## config.mk

```make
export PLATFORM = sky130hd
export DESIGN_NAME = swq_qos_stp
export DESIGN_NICKNAME = d
export VERILOG_FILES = /design/src/swq_pkg.sv /design/src/swq_qos_stp.sv
export SDC_FILE = /design/constraint.sdc
export NUM_CORES = 2
export LEC_CHECK = 0
export ABC_AREA = 1
export BUFFER_PORTS_ARGS = -buffer_cell sky130_fd_sc_hd__buf_2
export CORE_MARGIN = 3
export CORE_UTILIZATION = 45
export DETAILED_ROUTE_END_ITERATION = 8
export GPL_ROUTABILITY_DRIVEN = 0
export HOLD_SLACK_MARGIN = 0.06
export SLEW_MARGIN = 0
export SYNTH_ARGS = -nofsm -noshare
export SYNTH_HDL_FRONTEND = slang
export SYNTH_SLANG_ARGS = --single-unit
```

## constraint.sdc

```tcl
create_clock -name CORE_CLK -period 5 [get_ports CORE_CLK]
set_input_delay 1 -clock CORE_CLK [delete_from_list [all_inputs] [get_ports CORE_CLK]]
set_output_delay 1 -clock CORE_CLK [all_outputs]
set_load 0.05 [all_outputs]
```

## src/swq_pkg.sv

```systemverilog
// Purpose: Shared constants for the switch port QoS and spanning-tree gating block
// Assumes: APB register map with one 32-bit word per register
// Notes: Per-port register groups repeat at a fixed stride
package swq_pkg;
	localparam int NPORT = 5;
	localparam logic [11:0] OFS_GLOBAL = 12'h000;
	localparam logic [11:0] OFS_STATUS = 12'h004;
	localparam logic [11:0] OFS_DSCP0 = 12'h010;
	localparam logic [11:0] OFS_PORT0 = 12'h040;
	localparam logic [11:0] PORT_STRIDE = 12'h010;
	localparam logic [11:0] OFS_PCFG = 12'h000;
	localparam logic [11:0] OFS_PSTP = 12'h004;
	localparam logic [11:0] OFS_PWGT = 12'h008;
	// Global word fields
	localparam int GL_TWOQ_LO = 6;
	localparam int GL_PMAP_LO = 16;
	localparam logic [31:0] GLOBAL_RST = 32'hE4000000;
	// Port config word fields
	localparam int PC_SPLIT_LO = 0;
	localparam int PC_REMOVE = 1;
	localparam int PC_INSERT = 2;
	localparam int PC_PPRIO_LO = 3;
	localparam int PC_DOT1P_EN = 5;
	localparam int PC_DSCP_EN = 6;
	localparam int PC_CEILING = 7;
	localparam int PC_SPLIT_HI = 9;
	localparam int PC_STRICT = 10;
	localparam int PC_INSMASK_LO = 11;
	localparam int PC_TAG_LO = 16;
	localparam logic [31:0] PCFG_RST = 32'h00000000;
	// Spanning-tree word fields
	localparam int ST_TX_EN = 0;
	localparam int ST_RX_EN = 1;
	localparam int ST_LEARN_DIS = 2;
	localparam logic [31:0] PSTP_RST = 32'h00000003;
	// Queue weights, one per byte lane, queue 0 in the low byte
	localparam logic [31:0] PWGT_RST = 32'h01020408;
	localparam logic [1:0] QMODE_ONE = 2'h0;
	localparam logic [1:0] QMODE_TWO = 2'h1;
	localparam logic [1:0] QMODE_FOUR = 2'h2;
endpackage

```

## src/swq_qos_stp.sv

```systemverilog
// Purpose: Frame classification, egress tag handling, queue service and STP gating
// Assumes: One descriptor per cycle at most; APB slave with one wait state
// Notes: Port index 0..3 are ports 1-4, index 4 is the processor port
//
// Local design decisions: the register offsets and the APB interface to the registers.
`timescale 1ns/1ps
`default_nettype none

// Overview of operation
// RULE_01: Per-port two-bit mode selects one, two or four egress queues.
// RULE_02: In four-queue mode queue 3 is highest, queue 0 lowest.
// RULE_03: Without a split every frame lands in the same single queue.
// RULE_04: Queues served strictly or by weighted fair queuing, 7-bit weights 8,4,2,1.
// RULE_05: Global two-bit map sends a 2-bit level to high or low queue.
// RULE_06: Port-based priority gives every ingress frame the port's level 0..3.
// RULE_07: Priority-3 port frames go to the high queue when split.
// RULE_08: Tagged frame 3-bit priority maps through a table to level 0..3.
// RULE_09: 802.1p classification only with per-port enable; untagged frames get none.
// RULE_10: Insert ingress port default tag into untagged frames, per source mask.
// RULE_11: Never insert a second tag into an already tagged frame.
// RULE_12: Tag removal strips the four-byte tag from tagged frames.
// RULE_13: Untagged frames pass unchanged through a removing port.
// RULE_14: Frame check sequence is recomputed whenever a tag is added or removed.
// RULE_15: Priority ceiling lowers frame priority to the port default tag priority.
// RULE_16: Upper six ToS bits index a 128-bit table of 2-bit levels.
// RULE_17: Disable state: no user forwarding, no receiving, no learning. Code: frames with FRM_TO_CPU are still received in every state.
// RULE_18: Blocking state forwards only frames to the processor, no learning.
// RULE_19: Listening state forwards only processor traffic, learning off.
// RULE_20: Learning state forwards only processor traffic but learns addresses.
// RULE_21: Forwarding state forwards and receives normally and learns.
// RULE_22: Processor avoids blocked ports and installs overriding static entries.
// RULE_23: Several enabled methods resolve to the highest level any yields.
module swq_qos_stp
	import swq_pkg::*;
#(
	parameter int WGT_W = 7
) (
	input wire logic CORE_CLK,
	input wire logic RST_N,
	input wire logic PSEL,
	input wire logic PENABLE,
	input wire logic PWRITE,
	input wire logic [11:0] PADDR,
	input wire logic [31:0] PWDATA,
	output logic [31:0] PRDATA,
	output logic PREADY,
	output logic PSLVERR,
	input wire logic FRM_VALID,
	input wire logic [2:0] FRM_SRC,
	input wire logic [2:0] FRM_DST,
	input wire logic FRM_TAGGED,
	input wire logic [2:0] FRM_PCP,
	input wire logic FRM_IPV4,
	input wire logic [7:0] FRM_TOS,
	input wire logic FRM_TO_CPU,
	input wire logic FRM_FROM_CPU,
	output logic CLS_VALID,
	output logic [1:0] CLS_QUEUE,
	output logic CLS_FWD,
	output logic CLS_LEARN,
	output logic CLS_INSERT,
	output logic CLS_REMOVE,
	output logic CLS_FCS_REDO,
	output logic [2:0] CLS_PCP,
	output logic [15:0] CLS_TAG,
	input wire logic SCH_REQ,
	input wire logic [2:0] SCH_PORT,
	input wire logic [3:0] SCH_PEND,
	output logic SCH_GNT,
	output logic [1:0] SCH_QUEUE
);

	// ==========================================================
	// Decoding helpers
	function automatic logic [1:0] qmode(input logic [31:0] cfg);
		qmode = {cfg[PC_SPLIT_HI], cfg[PC_SPLIT_LO]};
	endfunction

	function automatic logic [1:0] pmap(input logic [31:0] glb, input logic [2:0] pcp);
		pmap = glb[GL_PMAP_LO + 2 * pcp +: 2];
	endfunction

	function automatic logic [1:0] max2(input logic [1:0] a, input logic [1:0] b);
		max2 = (a > b) ? a : b;
	endfunction

	// ==========================================================
	// Register storage
	logic [31:0] glb, next_glb;
	logic [127:0] dscp, next_dscp;
	logic [31:0] pcfg [NPORT];
	logic [31:0] next_pcfg [NPORT];
	logic [31:0] pstp [NPORT];
	logic [31:0] next_pstp [NPORT];
	logic [31:0] pwgt [NPORT];
	logic [31:0] next_pwgt [NPORT];
	logic [31:0] next_prdata;
	logic next_pready, next_pslverr;
	logic [3:0] status, next_status;

	// ==========================================================
	// APB slave
	logic acc, wr_now;
	logic [11:0] rel;
	logic [2:0] pidx;
	logic [11:0] psub;
	logic hit_port, hit_dscp;

	always_comb begin
		acc = PSEL && PENABLE;
		wr_now = acc && PWRITE && PREADY;
		rel = PADDR - OFS_PORT0;
		pidx = 3'(rel / PORT_STRIDE);
		psub = rel % PORT_STRIDE;
		// Range test on the full offset, so addresses past the last port cannot alias one
		hit_port = (PADDR >= OFS_PORT0) && (int'(rel) < NPORT * int'(PORT_STRIDE)) &&
			(psub <= OFS_PWGT) && (PADDR[1:0] == 2'h0);
		hit_dscp = (PADDR[11:4] == OFS_DSCP0[11:4]) && (PADDR[1:0] == 2'h0);
		next_glb = glb;
		next_dscp = dscp;
		next_pcfg = pcfg;
		next_pstp = pstp;
		next_pwgt = pwgt;
		next_prdata = 32'h00000000;
		next_pslverr = 1'b0;
		next_pready = acc && !PREADY;
		if (PADDR == OFS_GLOBAL) begin
			next_prdata = glb;
			if (wr_now)
				next_glb = PWDATA;
		end else if (PADDR == OFS_STATUS) begin
			next_prdata = {28'h0000000, status};
		end else if (hit_dscp) begin
			next_prdata = dscp[32 * PADDR[3:2] +: 32];
			if (wr_now)
				next_dscp[32 * PADDR[3:2] +: 32] = PWDATA;
		end else if (hit_port) begin
			unique case (psub)
				OFS_PCFG: begin
					next_prdata = pcfg[pidx];
					if (wr_now)
						next_pcfg[pidx] = PWDATA;
				end
				OFS_PSTP: begin
					next_prdata = {29'h0, pstp[pidx][2:0]};
					if (wr_now)
						next_pstp[pidx] = {29'h0, PWDATA[2:0]};
				end
				default: begin
					next_prdata = pwgt[pidx] & 32'h7F7F7F7F;
					if (wr_now)
						next_pwgt[pidx] = PWDATA & 32'h7F7F7F7F;
				end
			endcase
		end else begin
			next_pslverr = acc;
		end
		if (!next_pready) begin
			next_prdata = 32'h00000000;
			next_pslverr = 1'b0;
		end
	end

	always_ff @(posedge CORE_CLK or negedge RST_N) begin
		if (!RST_N) begin
			glb <= GLOBAL_RST;
			dscp <= '0;
			PRDATA <= 32'h00000000;
			PREADY <= 1'b0;
			PSLVERR <= 1'b0;
		end else begin
			glb <= next_glb;
			dscp <= next_dscp;
			PRDATA <= next_prdata;
			PREADY <= next_pready;
			PSLVERR <= next_pslverr;
		end
	end

	for (genvar p = 0; p < NPORT; p++) begin : g_preg
		always_ff @(posedge CORE_CLK or negedge RST_N) begin
			if (!RST_N) begin
				pcfg[p] <= PCFG_RST;
				pstp[p] <= PSTP_RST;
				pwgt[p] <= PWGT_RST;
			end else begin
				pcfg[p] <= next_pcfg[p];
				pstp[p] <= next_pstp[p];
				pwgt[p] <= next_pwgt[p];
			end
		end
	end

	// ==========================================================
	// Frame classification
	logic [31:0] icfg, ecfg, istp, estp;
	logic [2:0] dflt_pcp, eff_pcp;
	logic [1:0] lvl_port, lvl_1p, lvl_ds, lvl, q;
	logic rx_ok, tx_ok, ins, rem;
	logic n_valid, n_fwd, n_learn;
	logic [1:0] n_queue;
	logic [2:0] n_pcp;
	logic [15:0] n_tag;
	logic src_ok, dst_ok;

	always_comb begin
		src_ok = int'(FRM_SRC) < NPORT;
		dst_ok = int'(FRM_DST) < NPORT;
		icfg = src_ok ? pcfg[FRM_SRC] : 32'h00000000;
		ecfg = dst_ok ? pcfg[FRM_DST] : 32'h00000000;
		istp = src_ok ? pstp[FRM_SRC] : 32'h00000000;
		estp = dst_ok ? pstp[FRM_DST] : 32'h00000000;
		dflt_pcp = icfg[PC_TAG_LO + 13 +: 3];
		eff_pcp = FRM_PCP;
		if (icfg[PC_CEILING] && FRM_TAGGED && (FRM_PCP > dflt_pcp))
			eff_pcp = dflt_pcp; // RULE_15
		lvl_port = icfg[PC_PPRIO_LO +: 2]; // RULE_06
		lvl_1p = (icfg[PC_DOT1P_EN] && FRM_TAGGED) ? pmap(glb, eff_pcp) : 2'h0; // RULE_08 RULE_09
		lvl_ds = (icfg[PC_DSCP_EN] && FRM_IPV4) ? dscp[2 * FRM_TOS[7:2] +: 2] : 2'h0; // RULE_16
		lvl = max2(lvl_port, max2(lvl_1p, lvl_ds)); // RULE_23
		unique case (qmode(ecfg)) // RULE_01
			QMODE_TWO: q = {1'b0, lvl >= glb[GL_TWOQ_LO +: 2]}; // RULE_05 RULE_07
			QMODE_FOUR: q = lvl; // RULE_02
			default: q = 2'h0; // RULE_03
		endcase
		// Port 5 has no spanning-tree gating; it is always forwarding
		rx_ok = (FRM_SRC == 3'h4) || istp[ST_RX_EN] || FRM_TO_CPU; // RULE_17 RULE_18
		tx_ok = (FRM_DST == 3'h4) || estp[ST_TX_EN] || FRM_FROM_CPU; // RULE_19 RULE_20 RULE_21
		ins = ecfg[PC_INSERT] && !FRM_TAGGED && ecfg[PC_INSMASK_LO + FRM_SRC]; // RULE_10 RULE_11
		rem = ecfg[PC_REMOVE] && FRM_TAGGED; // RULE_12 RULE_13
		n_valid = FRM_VALID && src_ok && dst_ok;
		n_fwd = n_valid && rx_ok && tx_ok;
		n_learn = n_valid && rx_ok && ((FRM_SRC == 3'h4) || !istp[ST_LEARN_DIS]); // RULE_20 RULE_21
		n_queue = n_valid ? q : 2'h0;
		n_pcp = n_valid ? eff_pcp : 3'h0;
		n_tag = (n_valid && ins) ? icfg[PC_TAG_LO +: 16] : 16'h0000;
		next_status = n_valid ? {lvl, q} : status;
	end

	always_ff @(posedge CORE_CLK or negedge RST_N) begin
		if (!RST_N) begin
			CLS_VALID <= 1'b0;
			CLS_QUEUE <= 2'h0;
			CLS_FWD <= 1'b0;
			CLS_LEARN <= 1'b0;
			CLS_INSERT <= 1'b0;
			CLS_REMOVE <= 1'b0;
			CLS_FCS_REDO <= 1'b0;
			CLS_PCP <= 3'h0;
			CLS_TAG <= 16'h0000;
			status <= 4'h0;
		end else begin
			CLS_VALID <= n_valid;
			CLS_QUEUE <= n_queue;
			CLS_FWD <= n_fwd;
			CLS_LEARN <= n_learn;
			CLS_INSERT <= n_valid && ins;
			CLS_REMOVE <= n_valid && rem;
			CLS_FCS_REDO <= n_valid && (ins || rem); // RULE_14
			CLS_PCP <= n_pcp;
			CLS_TAG <= n_tag;
			status <= next_status;
		end
	end

	// ==========================================================
	// Egress queue service; credits persist per port and queue
	logic [WGT_W-1:0] credit [NPORT][4];
	logic [WGT_W-1:0] next_credit [NPORT][4];
	logic [31:0] scfg, swgt;
	logic n_gnt, found, wfq;
	logic [1:0] n_sq;

	always_comb begin
		scfg = (int'(SCH_PORT) < NPORT) ? pcfg[SCH_PORT] : 32'h00000000;
		swgt = (int'(SCH_PORT) < NPORT) ? pwgt[SCH_PORT] : 32'h00000000;
		next_credit = credit;
		wfq = (qmode(scfg) == QMODE_FOUR) && !scfg[PC_STRICT]; // RULE_04
		found = 1'b0;
		n_sq = 2'h0;
		n_gnt = SCH_REQ && (int'(SCH_PORT) < NPORT) && (SCH_PEND != 4'h0);
		for (int i = 3; i >= 0; i--) begin
			if (!found && SCH_PEND[i] && (!wfq || credit[SCH_PORT][i] != '0)) begin
				found = 1'b1;
				n_sq = 2'(i); // RULE_02
			end
		end
		if (n_gnt && wfq) begin
			if (!found) begin
				// All pending queues spent: start a new round from the weights
				for (int i = 0; i < 4; i++)
					next_credit[SCH_PORT][i] = swgt[8 * i +: WGT_W];
				for (int i = 3; i >= 0; i--) begin
					if (!found && SCH_PEND[i]) begin
						found = 1'b1;
						n_sq = 2'(i);
					end
				end
			end
			if (next_credit[SCH_PORT][n_sq] != '0)
				next_credit[SCH_PORT][n_sq] = next_credit[SCH_PORT][n_sq] - 1'b1; // RULE_04
		end
		if (!n_gnt)
			n_sq = 2'h0;
	end

	for (genvar p = 0; p < NPORT; p++) begin : g_cred
		always_ff @(posedge CORE_CLK or negedge RST_N) begin
			if (!RST_N) begin
				for (int i = 0; i < 4; i++)
					credit[p][i] <= PWGT_RST[8 * i +: WGT_W];
			end else begin
				credit[p] <= next_credit[p];
			end
		end
	end

	always_ff @(posedge CORE_CLK or negedge RST_N) begin
		if (!RST_N) begin
			SCH_GNT <= 1'b0;
			SCH_QUEUE <= 2'h0;
		end else begin
			SCH_GNT <= n_gnt;
			SCH_QUEUE <= n_sq;
		end
	end
endmodule

`default_nettype wire

```

======== Yosys cells after proc, flatten, opt, wreduce, memory -nomap -nowiden ========
Cells that the tools add are included.
storage, ports and cells
  flip-flop bits (word level) ............. 848
  logic and storage cells ................. 291
operators by class
  add/sub/neg operators ................... 5
  $lt $le $gt $ge ......................... 19
  equal/unequal tests ..................... 8
  shift-type cells ........................ 5
  multiplexer cells ....................... 115
  bitwise gates (word level) .............. 9
  reductions and logical operators ........ 78
operators with widths
  operator                     count
  $bmux W32 S3                 9
  $bwmux W140                  5
  $bwmux W160                  3
  $mux W32                     14
  $demux W28 S3                5
  $mux W140                    3
  $bmux W28 S3                 2
  $mux W28                     6
  $mux W31                     5
  $bwmux W128                  1
  $shift A32 B34 Y128 const A  1
  $shiftx A128 B8 Y2           1
  $shiftx A128 B8 Y32          1
  $shiftx A32 B34 Y128         1
  $demux W32 S3                1
  $pmux W32 S2                 1
  $logic_and A1 B1 Y1          41
  $reduce_bool A7 Y1           5
  $mux W2                      17
  $neg A7 Y34                  1
  $mux W11                     3
  $shiftx A32 B7 Y2            1
  $mux W7                      4
  $logic_not A12 Y1            2
  other kinds (42)             106

======== Longest topological paths before layout ========
  word-level depth ........................ 52
  depth in mapped cells ................... 39
  gate-level depth less buffers ........... 37

======== Worst setup path after synthesis ========
No wires, ideal clock.
  path type ............................... input to register
  start point ............................. input FRM_SRC[1]
  end point ............................... register status[0]
  arrival ................................. 5.486 ns
  data required time ...................... 4.881 ns
  setup slack ............................. -0.605 ns
  stages .................................. 35
  buffers on the path ..................... 1
  cells stage by stage .................... clkbuf_1 -> inv_1 -> nand2_1 -> nor2_1 -> inv_1 -> o21ai_1 -> ha_1 -> nand3_1 -> o21ai_0 -> nor3_1 -> nand2_1 -> o21ai_1 -> inv_2 -> o21ai_0 -> o21bai_1 -> o211ai_1 -> nand3_1 -> ha_1 -> nand2_1 -> o21a_1 -> inv_1 -> o21ai_1 -> ha_1 -> nor2_1 -> nor2_1 -> a21oi_1 -> or2_2 -> nand2_1 -> ha_1 -> inv_1 -> a21boi_0 -> o21ai_0 -> nand2_1 -> nand3_1 -> nand2_1
on the way
  cells in the longest elaborated chain, start to end .. 17
RTL lines
  what                                                        RTL line            source
  from (decl)                                                 swq_qos_stp.sv:49   input wire logic [2:0] FRM_SRC,
  $not A3 Y4 (implied by the code)                            swq_qos_stp.sv:209  icfg = src_ok ? pcfg[FRM_SRC] : 32'h00000000;
  $bmux W32 S3                                                swq_qos_stp.sv:209
  $mux W32 (implied by the code) (2 in series)                swq_qos_stp.sv:209
  $mux W32                                                    swq_qos_stp.sv:209
  $gt A3 B3 Y1 / $logic_and A1 B1 Y1 (equally long branches)  swq_qos_stp.sv:215  if (icfg[PC_CEILING] && FRM_TAGGED && (FRM_PCP > dflt_pcp))
  $logic_and A1 B1 Y1                                         swq_qos_stp.sv:215
  $mux W3                                                     swq_qos_stp.sv:215
  $add A5 B4 Y6                                               swq_qos_stp.sv:80   pmap = glb[GL_PMAP_LO + 2 * pcp +: 2];
  $shiftx A32 B7 Y2                                           swq_qos_stp.sv:80
  $mux W2                                                     swq_qos_stp.sv:218  lvl_1p = (icfg[PC_DOT1P_EN] && FRM_TAGGED) ? pmap(glb, eff_pcp) : 2'h0;
  $gt A2 B2 Y1                                                swq_qos_stp.sv:84   max2 = (a > b) ? a : b;
  $mux W2                                                     swq_qos_stp.sv:84
  $gt A2 B2 Y1                                                swq_qos_stp.sv:84
  $mux W2                                                     swq_qos_stp.sv:84
  $ge A2 B2 Y1                                                swq_qos_stp.sv:222  QMODE_TWO: q = {1'b0, lvl >= glb[GL_TWOQ_LO +: 2]};
  $pmux W2 S2                                                 swq_qos_stp.sv:221  unique case (qmode(ecfg))
  to (signal assigned)                                        swq_qos_stp.sv:262  status <= next_status;
  to (decl)                                                   swq_qos_stp.sv:99   logic [3:0] status, next_status;
Parallel ways exist; a longest one is shown, timed or not. The select of a mux whose other input is x is not followed.
A chain may end at the register's enable or synchronous reset.

======== Worst setup path after layout ========
  start point ............................. input FRM_SRC[0]
  end point ............................... register status[0]
The elaborated chain is that of the path after synthesis.

==> metrics.yaml <==
status:
  outcome: "complete, no violations"
sta:
  worstMarginPinSlew_ps: 1140
  clock-skew-final_ps: 38.1
  timing.fmax_mhz: 209
  drv_slew: 0
  setup_tns_ps: 0
  finalCritPeriodShare: 0.958
  timing.final.crit_period_ps: 4790
  finalHoldViolations: 0
  max_slew_margin: 0.232
  setup_ws_ps: 209
  timing.hold.ws_ps: 379
  setup_viol: 0
pwr:
  p_leak_nw: 22.3
  irDropWorstVdd_v: 0.000276
  power.total_mw: 13.4
  powerDensity_mw_per_mm2: 277
floorplan:
  boundaryPins: 143
  core_mm2: 0.0904
  die_w_um: 308
  die_h_um: 308
  fp.dieArea_mm2: 0.0951
  start_util: 0.455
  core.rowCount: 110
global_route:
  grt-ovfl-total: 0
  grt-busiest-layer: "met2"
  use_met2: 0.527
  grt_use_met3: 0.0839
  grt_usage: 0.354
  grt_max_degree: 99
  grt_pass1_wl_um: 256000
  grt_pass1_vias: 40621
  grt_util_met1: 0.500
  antenna_found_initial: 8
critical_path:
  crit_slowest_cell: "ha_1"
  cp_top_family: "simple AND/OR/NAND/NOR gates"
  reg2reg_from: "pcfg[63]"
  worstPathArrival_ps: 5340
  startpoint_type: "input pin"
  path_class: "input pin to register"
  r2r_cells: 34
  r2r_slack_ps: 250
  reg2reg_to: "status[0]"
  worstPathRequired_ps: 5550
  max_stage_delay_ps: 320
  path_buf_inv: 6
  cp-end-kind: "register"
  critPathMaxFanout: 10
layout:
  finalCoreUtilization: 0.536
  area_growth_pct: 17.7
  seq_area_mm2: 0.0172
  multi_input_area_mm2: 0.0205
  drive_gt1_frac: 0.139
  nets: 6364
  n_fill_cell: 8845
  final_common_cell: "nand2_1"
  final_cell_mix: "nand2_1, o21ai_0, dfrtp_1, inv_1, buf_4"
yosys:
  synth_edf_count: 0
  ys_types: 50
  syn-num-nets: 6141
  syn_avg_cell_area_um2: 6.82
  syn_inst: 6035
  synth.largest_area_cell: "dfrtp_1"
  ys.flop_type: "dfrtp_1"
  syn_area_mm2: 0.0412
  synth_area_leaders: "dfrtp_1, nand2_1, o21ai_0"
  ys_ff_latch: 683
  synth_warnings: 0
  async_reset_ff_frac: 1.00
  seq_area_frac_synth: 0.417
  yosysTopAreaCellShare: 0.382
place:
  dp_slack_ps: -618
  io_buffers: 140
  post-dp-hpwl_um: 117000
routing:
  drc: 0
  routed_via_density: 5.87
  avgRoutedWirePerCell_um: 22.7
  vias: 44035
  drt.antenna.violating_nets: 0
  drt_first_pass_iters: 6
  drt-initial-drc-count: 6281
  drt-total-wl_um: 171000
cts:
  cts.sinks: 683
  ctsHtreeMaxLevel: 3
  cts_buffers: 83
  path_clk_slew_ps: 60
  cts_tree: "done"
  insertion_delay_ps: 670
  cts_buffer_depth: 3
  clock-root-buffer: "clkbuf_16"
min_path:
  hp-class: "input pin to async pin"
job:
  cap_violations: 0
where the power goes:
part | switching (mW) | internal [mW] | total (mW)
registers | 0.0140 | 5.55 | 5.57
clock network | 2.62 | 3.70 | 6.32
logic | 1.12 | 0.424 | 1.54
total | 3.75 | 9.68 | 13.4
flip-flops by register name, summed over array words and instances, names as in the netlist, 3 cells and up:
| signal | flops |
|---|---|
| status | 4 |
| dscp | 128 |
| glb | 32 |
| pwgt | 140 |
| pstp | 15 |
| PRDATA | 32 |
| CLS_PCP | 3 |
| credit | 140 |
| pcfg | 160 |
| CLS_TAG | 16 |
worst reg2reg max path: cells and delay by family (launching register included):
kind            cells  cell delay (ps)
simple gates       14             1470
compound gates     11             1380
fa+ha+maj           4              980
buf+inv             5              390
flops               1              380
worst max path at each step:
stage	from	endpoint	cells after the start
final	FRM_SRC[0]	status[0]	35
after CTS	FRM_SRC[0]	status[0]	36
after global routing	pcfg[63]	status[0]	34
after floorplan	FRM_SRC[0]	status[0]	37
after detailed placement	FRM_SRC[0]	status[0]	36
after global placement	FRM_SRC[0]	status[0]	36
Yosys cell counts, drive strengths merged, types with 3 or more instances:
library cell,instances
a211oi,6
a21boi,3
a21oi,356
a221oi,7
a22oi,30
a31oi,8
a32o,4
a32oi,19
and3,3
buf,72
clkbuf,355
clkinv,8
dfrtp,629
dfstp,54
ha,27
inv,539
mux2i,3
nand2,1943
nand3,366
nand3b,4
nand4,16
nor2,332
nor3,12
nor4,5
o2111ai,4
o211ai,69
o21ai,1033
o21bai,12
o221ai,64
o22ai,29
o311ai,8
o32ai,4
layer usage:
layer	wire length [um]	part of all wire	up-vias
met5	35	0.00021	-
met4	6870	0.040	6
met3	19900	0.12	392
met2	72700	0.43	2470
met1	71000	0.42	20862
li1	-	-	20305
cell families (layout without fill, tap and decap cells):
group           Yosys count  after routing  synth area share
simple gates           2684           2684             0.261
compound gates         1664           1664             0.222
buf+inv                 974           1268            0.0917
flops                   683            683             0.417
fa+ha+maj                27             27           0.00821
mux                       3              3          0.000730
other cells               0              1                 0
through the flow:
step | cells | cell area, um^2
after global placement | 7346 | 45500
after global routing | 7506 | 48500
after detailed placement | 7346 | 45500
after CTS | 7502 | 48300
final | 7506 | 48500
after floorplan | 6035 | 41300
layout make-up:
class,instances,area share
Clock buffer,117,0.0482
Inverter,547,0.0428
Timing Repair Buffer,565,0.0914
Multi-Input combinational cell,4378,0.423
Antenna cell,1,0.0000516
Sequential cell,683,0.354
Tap cell,1176,0.0304
Clock inverter,39,0.0101
what timing repair did:
action	in CTS	in global routing
hold buffers	0	0
resized for setup	0	31
setup endpoints to repair	0	2
buffers inserted	0	3
endpoints found under the hold margin	0	0
Power figures use the tool's default switching activity.
